[config.mk]
export PLATFORM = sky130hd
export DESIGN_NAME = cmft_top
export DESIGN_NICKNAME = d
export VERILOG_FILES = /design/src/rtl/cmft_qual.v /design/src/rtl/cmft_top.v
export VERILOG_INCLUDE_DIRS = /design/src /design/src/rtl
export SDC_FILE = /design/constraint.sdc
export NUM_CORES = 1
export LEC_CHECK = 0
export ABC_AREA = 1
export BUFFER_PORTS_ARGS = -buffer_cell sky130_fd_sc_hd__buf_4
export CELL_PAD_IN_SITES_DETAIL_PLACEMENT = 1
export CELL_PAD_IN_SITES_GLOBAL_PLACEMENT = 1
export CORE_MARGIN = 2
export CORE_UTILIZATION = 45
export CTS_CLUSTER_DIAMETER = 40
export DETAILED_ROUTE_END_ITERATION = 8
export MAX_ROUTING_LAYER = met4
export PLACE_DENSITY = 0.78
export SLEW_MARGIN = 20
export SYNTH_ARGS = -nofsm -noshare
export SYNTH_HDL_FRONTEND = slang
export SYNTH_SLANG_ARGS = --single-unit
[constraint.sdc]
create_clock -name CLK_IN -period 15.8 [get_ports CLK_IN]
set_clock_uncertainty 0.2 [all_clocks]
set_input_delay 0.79 -clock CLK_IN [delete_from_list [all_inputs] [get_ports CLK_IN]]
set_output_delay 0.79 -clock CLK_IN [all_outputs]
set_load 0.005 [all_outputs]
[src/rtl/cmft_map.vh]
// Timing constants and reset values for the conflict monitor fault timing block
`ifndef CMFT_MAP_VH
`define CMFT_MAP_VH
`define CMFT_CLK_HZ 250000000
`define CMFT_TICK_HZ 1000
`define CMFT_TICK_DIV (`CMFT_CLK_HZ / `CMFT_TICK_HZ)
`define CMFT_ABS_EXT_MS 1350
`define CMFT_ABS_LEG_MS 850
`define CMFT_WDT_EXT_MS 1000
`define CMFT_WDT_LEG_MS 1500
`define CMFT_BRN_EXT_MS 400
`define CMFT_BRN_LEG_MS 80
`define CMFT_ZERO18 18'h0_0000
`define CMFT_SYNC_RST 16'h0800
`endif

[src/rtl/cmft_qual.v]
// Qualification timer counting timebase ticks while a condition holds
`timescale 1ns/1ps
module cmft_qual #(
   parameter CW = 12
) (
   input wire clk_in,
   input wire reset_in,
   input wire tick_in,
   input wire cond_in,
   input wire [CW-1:0] limit_in,
   output wire expired_out
);
   reg [CW-1:0] cnt_r;
   reg [CW-1:0] cnt_nxt;

   // Count ticks, restart when condition drops
   always @* begin
      cnt_nxt = cnt_r;
      if (!cond_in) begin
         cnt_nxt = {CW{1'b0}};
      end else if (tick_in && (cnt_r < limit_in)) begin
         cnt_nxt = cnt_r + 1'b1;
      end
   end

   always @(posedge clk_in or posedge reset_in) begin
      if (reset_in) begin
         cnt_r <= {CW{1'b0}};
      end else begin
         cnt_r <= cnt_nxt;
      end
   end

   assign expired_out = cond_in && (cnt_r >= limit_in);
endmodule // cmft_qual

[src/rtl/cmft_top.v]
// Fault supervision and timing selection for an 18-channel conflict monitor
// Notes on behaviour
// Eighteen channels, each green, yellow, red input
// Missing card faults until card present, reset
// Conflict marks active channels; others mark failed (marks kept in mark_r, which drives no output)
// Captured indications held until reset
// 54 channel lamps plus status indicators
// Absent indication extended timing 1350 ms
// Absent indication legacy timing 850 ms
// Watchdog extended timeout 1.0 s
// Watchdog legacy timeout 1.5 s
// Brown-out extended: 400 ms dropout persistence
// Brown-out legacy: 80 ms dropout persistence
// Latch off: power events clear watchdog fault
// Latch on: watchdog fault cleared only by reset
// Fault held until panel or remote reset
// Controller toggles watchdog; no toggle means fault
// Timers count ticks, restart when condition ends
`timescale 1ns/1ps
`include "cmft_map.vh"
module cmft_top #(
   parameter NCH = 18,
   parameter TICK_DIV = `CMFT_TICK_DIV
) (
   input wire CLK_IN,
   input wire RESET_IN,
   input wire [NCH-1:0] GREEN_IN,
   input wire [NCH-1:0] YELLOW_IN,
   input wire [NCH-1:0] RED_IN,
   input wire CONFLICT_IN,
   input wire DUAL_IN,
   input wire CLEARANCE_IN,
   input wire ABSENT_EN_IN,
   input wire CARD_PRESENT_IN,
   input wire DC_FAIL_IN,
   input wire DIAG_FAIL_IN,
   input wire LINE_LOW_IN,
   input wire POWER_EVENT_IN,
   input wire WATCHDOG_IN,
   input wire PANEL_RESET_IN,
   input wire REMOTE_RESET_IN,
   input wire ABS_EXT_SW_IN,
   input wire WDT_EXT_SW_IN,
   input wire BRN_EXT_SW_IN,
   input wire WDT_LATCH_SW_IN,
   output reg [NCH-1:0] CH_GREEN_OUT,
   output reg [NCH-1:0] CH_YELLOW_OUT,
   output reg [NCH-1:0] CH_RED_OUT,
   output reg AC_POWER_OUT,
   output reg DC_SUPPLY_FAIL_INDICATOR_OUT,
   output reg WATCHDOG_TIMEOUT_INDICATOR_OUT,
   output reg CONFLICT_IND_OUT,
   output reg ABSENT_IND_OUT,
   output reg DUAL_IND_OUT,
   output reg CLEARANCE_IND_OUT,
   output reg PROGRAM_CARD_MISSING_INDICATOR_OUT,
   output reg DIAG_FAIL_IND_OUT,
   output reg FAULT_OUT
);
   localparam NI = 16;

   // Two-stage synchronisers; card-present idles high, no false card fault after reset
   reg [NI-1:0] s1_r;
   reg [NI-1:0] s2_r;
   reg [NCH-1:0] g1_r, g2_r, y1_r, y2_r, r1_r, r2_r;
   always @(posedge CLK_IN or posedge RESET_IN) begin
      if (RESET_IN) begin
         s1_r <= `CMFT_SYNC_RST;
         s2_r <= `CMFT_SYNC_RST;
         g1_r <= `CMFT_ZERO18;
         g2_r <= `CMFT_ZERO18;
         y1_r <= `CMFT_ZERO18;
         y2_r <= `CMFT_ZERO18;
         r1_r <= `CMFT_ZERO18;
         r2_r <= `CMFT_ZERO18;
      end else begin
         s1_r <= {CONFLICT_IN, DUAL_IN, CLEARANCE_IN, ABSENT_EN_IN, CARD_PRESENT_IN,
                  DC_FAIL_IN, DIAG_FAIL_IN, LINE_LOW_IN, POWER_EVENT_IN, WATCHDOG_IN,
                  PANEL_RESET_IN, REMOTE_RESET_IN, ABS_EXT_SW_IN, WDT_EXT_SW_IN,
                  BRN_EXT_SW_IN, WDT_LATCH_SW_IN};
         s2_r <= s1_r;
         g1_r <= GREEN_IN;
         g2_r <= g1_r;
         y1_r <= YELLOW_IN;
         y2_r <= y1_r;
         r1_r <= RED_IN;
         r2_r <= r1_r;
      end
   end

   wire conflict = s2_r[15];
   wire dual = s2_r[14];
   wire clear_f = s2_r[13];
   wire abs_en = s2_r[12];
   wire card_ok = s2_r[11];
   wire dc_fail = s2_r[10];
   wire diag = s2_r[9];
   wire line_low = s2_r[8];
   wire pwr_evt = s2_r[7];
   wire wdog = s2_r[6];
   wire any_reset = s2_r[5] | s2_r[4];
   wire abs_ext = s2_r[3];
   wire wdt_ext = s2_r[2];
   wire brn_ext = s2_r[1];
   wire wdt_latch = s2_r[0];

   // Millisecond timebase
   reg [27:0] div_r;
   wire tick = (div_r == TICK_DIV - 1);
   always @(posedge CLK_IN or posedge RESET_IN) begin
      if (RESET_IN) begin
         div_r <= 28'h000_0000;
      end else if (tick) begin
         div_r <= 28'h000_0000;
      end else begin
         div_r <= div_r + 28'h000_0001;
      end
   end

   // Absent indication detection per channel
   wire [NCH-1:0] absent_ch = abs_en ? ~(g2_r | y2_r | r2_r) : `CMFT_ZERO18;
   wire [NCH-1:0] abs_exp;
   wire [11:0] abs_lim = abs_ext ? 12'd`CMFT_ABS_EXT_MS : 12'd`CMFT_ABS_LEG_MS;
   genvar gi;
   generate
      for (gi = 0; gi < NCH; gi = gi + 1) begin : g_abs
         cmft_qual #(.CW(12)) u_abs (
            .clk_in(CLK_IN),
            .reset_in(RESET_IN),
            .tick_in(tick),
            .cond_in(absent_ch[gi]),
            .limit_in(abs_lim),
            .expired_out(abs_exp[gi])
         );
      end
   endgenerate

   // Watchdog toggle detection
   reg wd_prev_r;
   always @(posedge CLK_IN or posedge RESET_IN) begin
      if (RESET_IN) begin
         wd_prev_r <= 1'b0;
      end else begin
         wd_prev_r <= wdog;
      end
   end
   wire wd_quiet = (wdog == wd_prev_r);
   wire [11:0] wdt_lim = wdt_ext ? 12'd`CMFT_WDT_EXT_MS : 12'd`CMFT_WDT_LEG_MS;
   wire wdt_exp;
   cmft_qual #(.CW(12)) u_wdt (
      .clk_in(CLK_IN),
      .reset_in(RESET_IN),
      .tick_in(tick),
      .cond_in(wd_quiet),
      .limit_in(wdt_lim),
      .expired_out(wdt_exp)
   );

   // Brown-out persistence (threshold compare done upstream per mode)
   wire [11:0] brn_lim = brn_ext ? 12'd`CMFT_BRN_EXT_MS : 12'd`CMFT_BRN_LEG_MS;
   wire brn_exp;
   cmft_qual #(.CW(12)) u_brn (
      .clk_in(CLK_IN),
      .reset_in(RESET_IN),
      .tick_in(tick),
      .cond_in(line_low),
      .limit_in(brn_lim),
      .expired_out(brn_exp)
   );

   // Fault latch and captured channel snapshot
   reg trig_r;
   reg card_f_r, conf_f_r, abs_f_r, dual_f_r, clr_f_r, dc_f_r, diag_f_r, wdt_f_r;
   reg [NCH-1:0] mark_r;
   wire new_fault = (!card_ok) | conflict | dual | clear_f | (|abs_exp) | dc_fail | diag
                    | wdt_exp;
   wire rst_ok = any_reset && card_ok && !new_fault;
   always @(posedge CLK_IN or posedge RESET_IN) begin
      if (RESET_IN) begin
         trig_r <= 1'b0;
         card_f_r <= 1'b0;
         conf_f_r <= 1'b0;
         abs_f_r <= 1'b0;
         dual_f_r <= 1'b0;
         clr_f_r <= 1'b0;
         dc_f_r <= 1'b0;
         diag_f_r <= 1'b0;
         wdt_f_r <= 1'b0;
         mark_r <= `CMFT_ZERO18;
      end else if (rst_ok) begin
         trig_r <= 1'b0;
         card_f_r <= 1'b0;
         conf_f_r <= 1'b0;
         abs_f_r <= 1'b0;
         dual_f_r <= 1'b0;
         clr_f_r <= 1'b0;
         dc_f_r <= 1'b0;
         diag_f_r <= 1'b0;
         wdt_f_r <= 1'b0;
         mark_r <= `CMFT_ZERO18;
      end else if (!trig_r) begin
         trig_r <= new_fault;
         card_f_r <= !card_ok;
         conf_f_r <= conflict;
         abs_f_r <= |abs_exp;
         dual_f_r <= dual;
         clr_f_r <= clear_f;
         dc_f_r <= dc_fail;
         diag_f_r <= diag;
         wdt_f_r <= wdt_exp;
         // Conflict marks active channels, others failed ones
         mark_r <= conflict ? (g2_r | y2_r) : abs_exp;
      end else begin
         // Watchdog fault dropped by power events unless latched
         if (wdt_f_r && !wdt_latch && (pwr_evt || brn_exp)) begin
            wdt_f_r <= 1'b0;
         end
      end
   end

   // Indicator outputs; channel lamps frozen while triggered
   always @(posedge CLK_IN or posedge RESET_IN) begin
      if (RESET_IN) begin
         CH_GREEN_OUT <= `CMFT_ZERO18;
         CH_YELLOW_OUT <= `CMFT_ZERO18;
         CH_RED_OUT <= `CMFT_ZERO18;
         AC_POWER_OUT <= 1'b0;
         DC_SUPPLY_FAIL_INDICATOR_OUT <= 1'b0;
         WATCHDOG_TIMEOUT_INDICATOR_OUT <= 1'b0;
         CONFLICT_IND_OUT <= 1'b0;
         ABSENT_IND_OUT <= 1'b0;
         DUAL_IND_OUT <= 1'b0;
         CLEARANCE_IND_OUT <= 1'b0;
         PROGRAM_CARD_MISSING_INDICATOR_OUT <= 1'b0;
         DIAG_FAIL_IND_OUT <= 1'b0;
         FAULT_OUT <= 1'b0;
      end else begin
         if (!trig_r) begin
            CH_GREEN_OUT <= g2_r;
            CH_YELLOW_OUT <= y2_r;
            CH_RED_OUT <= r2_r;
         end
         AC_POWER_OUT <= !brn_exp;
         DC_SUPPLY_FAIL_INDICATOR_OUT <= dc_f_r;
         WATCHDOG_TIMEOUT_INDICATOR_OUT <= wdt_f_r;
         CONFLICT_IND_OUT <= conf_f_r;
         ABSENT_IND_OUT <= abs_f_r;
         DUAL_IND_OUT <= dual_f_r;
         CLEARANCE_IND_OUT <= clr_f_r;
         PROGRAM_CARD_MISSING_INDICATOR_OUT <= card_f_r;
         DIAG_FAIL_IND_OUT <= diag_f_r;
         FAULT_OUT <= trig_r;
      end
   end
endmodule // cmft_top

==> results.md <==
Yosys:
- During synthesis, Yosys emitted a total of 0 warnings.
- The mapped cell area is about 24000 um2.
- The post-synthesis sequential element count is between 400 and 500.
- The dominant combinational cell family by area after synthesis is simple AND/OR/NAND/NOR gates.
- The distinct cell type count of the synthesized netlist is 49.
- Summing the areas of all and, or, nand and nor instances in the mapped netlist gives a little over a quarter of the synthesized area.
- The average instance in the mapped netlist occupies roughly 8.6 um2.
- The number of nets handed over by synthesis was between 2000 and 3000.
- The share of cell area taken by muxes after synthesis is 0%.
- The share of synthesized area occupied by flip-flops and latches is approximately half.
- The synthesized-area fraction occupied by adder cells is under 10%.
- The compound-cell area share of the yosys netlist is under 10%.
- In the synthesized netlist, the number of instances is 2800.
- Summing the areas of all xor and xnor instances in the mapped netlist gives around 2.9% of the synthesized area.

Floorplan:
- The vertical extent of the die is ~240 um.
- The overall die width is ~240 um.
- The area of the core is between 50000 and 60000 um2.
- During I/O placement, the number of pins put on the boundary was 136.
- The total die area is approximately 55000 um2.
- The effective utilization at floorplan is between 40% and 50%.
- The floorplan has 84 rows.

CTS:
- The number of buffers on the longest clock path is 3.
- At the later pin of the worst-skew pair, clock insertion delay measures between 0.6 and 0.7 ns.
- The number of clock buffers added by TritonCTS is just over 80.
- TritonCTS built the clock tree.
- For this design, the CTS-stage hold fixing added 0 buffers.
- CTS saw between 400 and 500 sinks.
- Once the clock tree was built, the setup fixing pass inserted 0 buffers.
- The master cell of the clock root buffer is sky130_fd_sc_hd__clkbuf_16.
- The clock slew at the register clock pins of the worst setup and hold paths is approximately 0.06 ns.
- The H-tree was split into 3 levels.
- After clock tree synthesis, the repair step resized 0 gates.

Placement:
- Routability-driven placement finished with a final weighted congestion of 0.860.
- At the placement stage, the worst setup path has a slack of 11.74 ns.
- The detailed placement HPWL is between 40000 and 50000 um.
- Buffers placed on the I/O ports in this run total approximately 140.
- Counting tap cells, the placed design contains a total of 3594 instances.

Cells and area:
- The area of the multi-input gates is 10600 um2.
- Registers take ~12000 um2.
- At the end of the flow the core is filled with cells to a little over half.
- The count of inserted antenna diode cells is 0.
- The filler-free cell count of the finished design is 3745.
- The synthesis-to-layout area growth is 20.1%.
- The number of filler cells placed in the layout is between 6000 and 7000.
- The final layout net count is between 3000 and 4000.
- The share of final-layout standard cells stronger than drive strength 1 is between 10 and 15%.

STA:
- Setup total negative slack on the finished layout was measured at 0 ns.
- The worst pin sits at a relative slew slack of a little over a third.
- The hold violation total from the final report is 0.
- The worst setup slack after layout is 11.74 ns.
- For the finished layout, the period the worst path requires is just over 4 ns.
- After layout, the worst path uses between 20% and 30% of the clock period.
- Based on the critical path, the design can be clocked at up to roughly 250 MHz.
- At the pin with the least slew margin, the transition time is 0.952 ns.
- The final count of negative-setup-slack endpoints is 0.
- The number of slew-limit violations in the final report is 0.
- Setup repair after global routing left no endpoint under its margin.

Critical path:
- The worst-path maximum fanout is 37.
- The critical path startpoint category is a register.
- The type of element capturing the critical path is a register.
- STA puts the critical path data arrival time at roughly 4.4 ns.
- The critical path is of the reg2reg type.
- The required time of the critical path is 16.12 ns.

GRT:
- The number of global-route vias before repair came to 22400.
- The overall overflow remaining after global route is 0.
- The wire length of the first global-routing pass is about 110000 um.
- In the global route stage, overall resource usage came out at between 20% and 30%.
- The initial antenna violation count is 0.
- Entering global routing, the biggest net connects approximately 160 pins.

Job:
- Across the run, the number of max-cap violations was 0.

Outcome:
- The flow ran to the end, and the final reports show no timing, DRC or antenna violations.

Hold path:
- The min-delay analysis places its worst path in the category in2reg.

Detailed routing:
- The via density per instance is about 5.4.
- The count of routing violations after the opening detailed-route iteration is ~1100.
- The pre-antenna-repair detailed-routing pass consisted of 5 iterations.
- The number of nets still failing antenna checks after routing is 0.
- The average wire length per cell after detail routing is 18.4 um.
- The total routed wirelength is 69000 um.
- The post-detailed-route DRC marker count is 0.
- Detailed routing inserted a total of 20300 vias.

Pwr:
- The completed layout was analyzed and its total power is 3.39 mW.
- The leakage power total is 12.9 nW.
- The total power density per cell area is between 100 and 150 nW/um2.
- The worst ir drop on vdd is about 0.11 mV.
==> power breakdown <==
part           leakage [nW]  switching, mW  internal, mW
clock network          1.44          0.707          1.19
registers              6.31         0.0339          1.29
logic                  5.15          0.101        0.0675
total                  12.9          0.842          2.55
==> path summary, 6_finish.rpt <==
path | start | to | slack (ns) | depth (start not counted)
max | s2_r[3] | wdt_f_r | 11.74 | 16
min | GREEN_IN[5] | g1_r[5] | 0.05 | 1
max reg2reg | s2_r[3] | wdt_f_r | 11.74 | 16
min reg2reg | r1_r[11] | r2_r[11] | 0.14 | 0
max in group asynchronous | RESET_IN | div_r[2] | 12.84 | 4
min in group asynchronous | RESET_IN | r1_r[1] | 0.11 | 2
==> flip-flops by register name, indices dropped and copies added, names as in the netlist, 12 cells and up <==
register / count
CH_YELLOW_OUT: 18
div_r: 28
s1_r: 16
y2_r: 18
CH_GREEN_OUT: 18
g1_r: 18
y1_r: 18
g2_r: 18
u_wdt.cnt_r: 12
r2_r: 18
r1_r: 18
CH_RED_OUT: 18
g_abs.u_abs.cnt_r: 216
u_brn.cnt_r: 12
s2_r: 16
==> cells in the mapped netlist (all sizes together) <==
| library cell | n | share of area (%) |
|---|---|---|
| o2111ai | 1 | 0.036 |
| nor3b | 3 | 0.094 |
| and2 | 15 | 0.39 |
| dfstp | 2 | 0.22 |
| nand3b | 38 | 1.2 |
| xor2 | 71 | 2.6 |
| nand3 | 257 | 5.4 |
| o21bai | 1 | 0.031 |
| a21boi | 9 | 0.28 |
| nor2 | 257 | 4.1 |
| o21ai | 179 | 3.7 |
| buf | 30 | 0.86 |
| and3 | 10 | 0.26 |
| a22oi | 4 | 0.12 |
| nor2b | 2 | 0.052 |
| o211ai | 2 | 0.062 |
| a211oi | 3 | 0.094 |
| clkbuf | 25 | 0.40 |
| o22ai | 3 | 0.078 |
| xnor2 | 8 | 0.29 |
| nor3 | 86 | 1.8 |
| nand2 | 624 | 10 |
| dfrtp | 480 | 50 |
| or2 | 2 | 0.052 |
| a21oi | 107 | 2.2 |
| nand4 | 75 | 2.0 |
| nor4 | 40 | 1.4 |
| a21o | 1 | 0.031 |
| a31oi | 3 | 0.078 |
| o31ai | 17 | 0.53 |
| ha | 121 | 6.3 |
| o21a | 9 | 0.28 |
| inv | 315 | 4.9 |
==> cell families after synthesis <==
family | after synthesis
flops | 482
simple gates | 1409
xor+xnor | 79
buf+inv | 370
fa+ha+maj | 121
compound gates | 339
==> worst max-delay path, cell delays in order, from the launching register on <==
cell and delay, ns:
sky130_fd_sc_hd__dfrtp_2 0.34, sky130_fd_sc_hd__buf_4 0.56, sky130_fd_sc_hd__inv_2 0.16, sky130_fd_sc_hd__buf_4 0.35, sky130_fd_sc_hd__ha_1 0.39, sky130_fd_sc_hd__nand2_1 0.10
sky130_fd_sc_hd__nor2_1 0.07, sky130_fd_sc_hd__a21oi_1 0.38, sky130_fd_sc_hd__nand3_1 0.14, sky130_fd_sc_hd__nand2_1 0.10, sky130_fd_sc_hd__nand2_1 0.05, sky130_fd_sc_hd__nor2_1 0.10
sky130_fd_sc_hd__nand2_1 0.08, sky130_fd_sc_hd__nor2_1 0.30, sky130_fd_sc_hd__nand4_2 0.33, sky130_fd_sc_hd__nand3_1 0.19, sky130_fd_sc_hd__nand2_1 0.07
==> layout make-up <==
type	count	share of cell area, %
Sequential cell	482	41.8
Multi-Input combinational cell	1948	36.6
Clock buffer	94	7.50
Timing Repair Buffer	161	4.23
Inverter	315	4.12
Tap cell	688	2.98
Clock inverter	57	2.77
==> cells in the final DEF, fill, tap and decap left out, types with 38 or more instances in the layout <==
| master | count |
|---|---|
| sky130_fd_sc_hd__buf_4 | 160 |
| sky130_fd_sc_hd__o21ai_0 | 170 |
| sky130_fd_sc_hd__ha_1 | 121 |
| sky130_fd_sc_hd__nand3b_1 | 38 |
| sky130_fd_sc_hd__nor3_1 | 86 |
| sky130_fd_sc_hd__nand2_1 | 598 |
| sky130_fd_sc_hd__nand3_1 | 255 |
| sky130_fd_sc_hd__nor2_1 | 251 |
| sky130_fd_sc_hd__a21oi_1 | 107 |
| sky130_fd_sc_hd__xor2_1 | 71 |
| sky130_fd_sc_hd__dfrtp_1 | 478 |
| sky130_fd_sc_hd__nand4_1 | 73 |
| sky130_fd_sc_hd__inv_1 | 310 |
| sky130_fd_sc_hd__clkbuf_16 | 81 |
==> per-layer routing <==
layer / routed length [um] / GRT usage, %
met5: 0 / -
met4: 1670 / 7.58
met3: 2990 / 5.16
met2: 34500 / 44.4
met1: 29800 / 31.4
==> per-stage QoR <==
step | hold WS (ns) | instance area (um2)
after floorplan | 0.131 | 24000
after global placement | 0.132 | 25900
after detailed placement | 0.136 | 25900
after CTS | 0.0174 | 28900
after global routing | 0.0245 | 28900
final | 0.0515 | 28900
No activity file was read; power rests on OpenSTA's default activity.
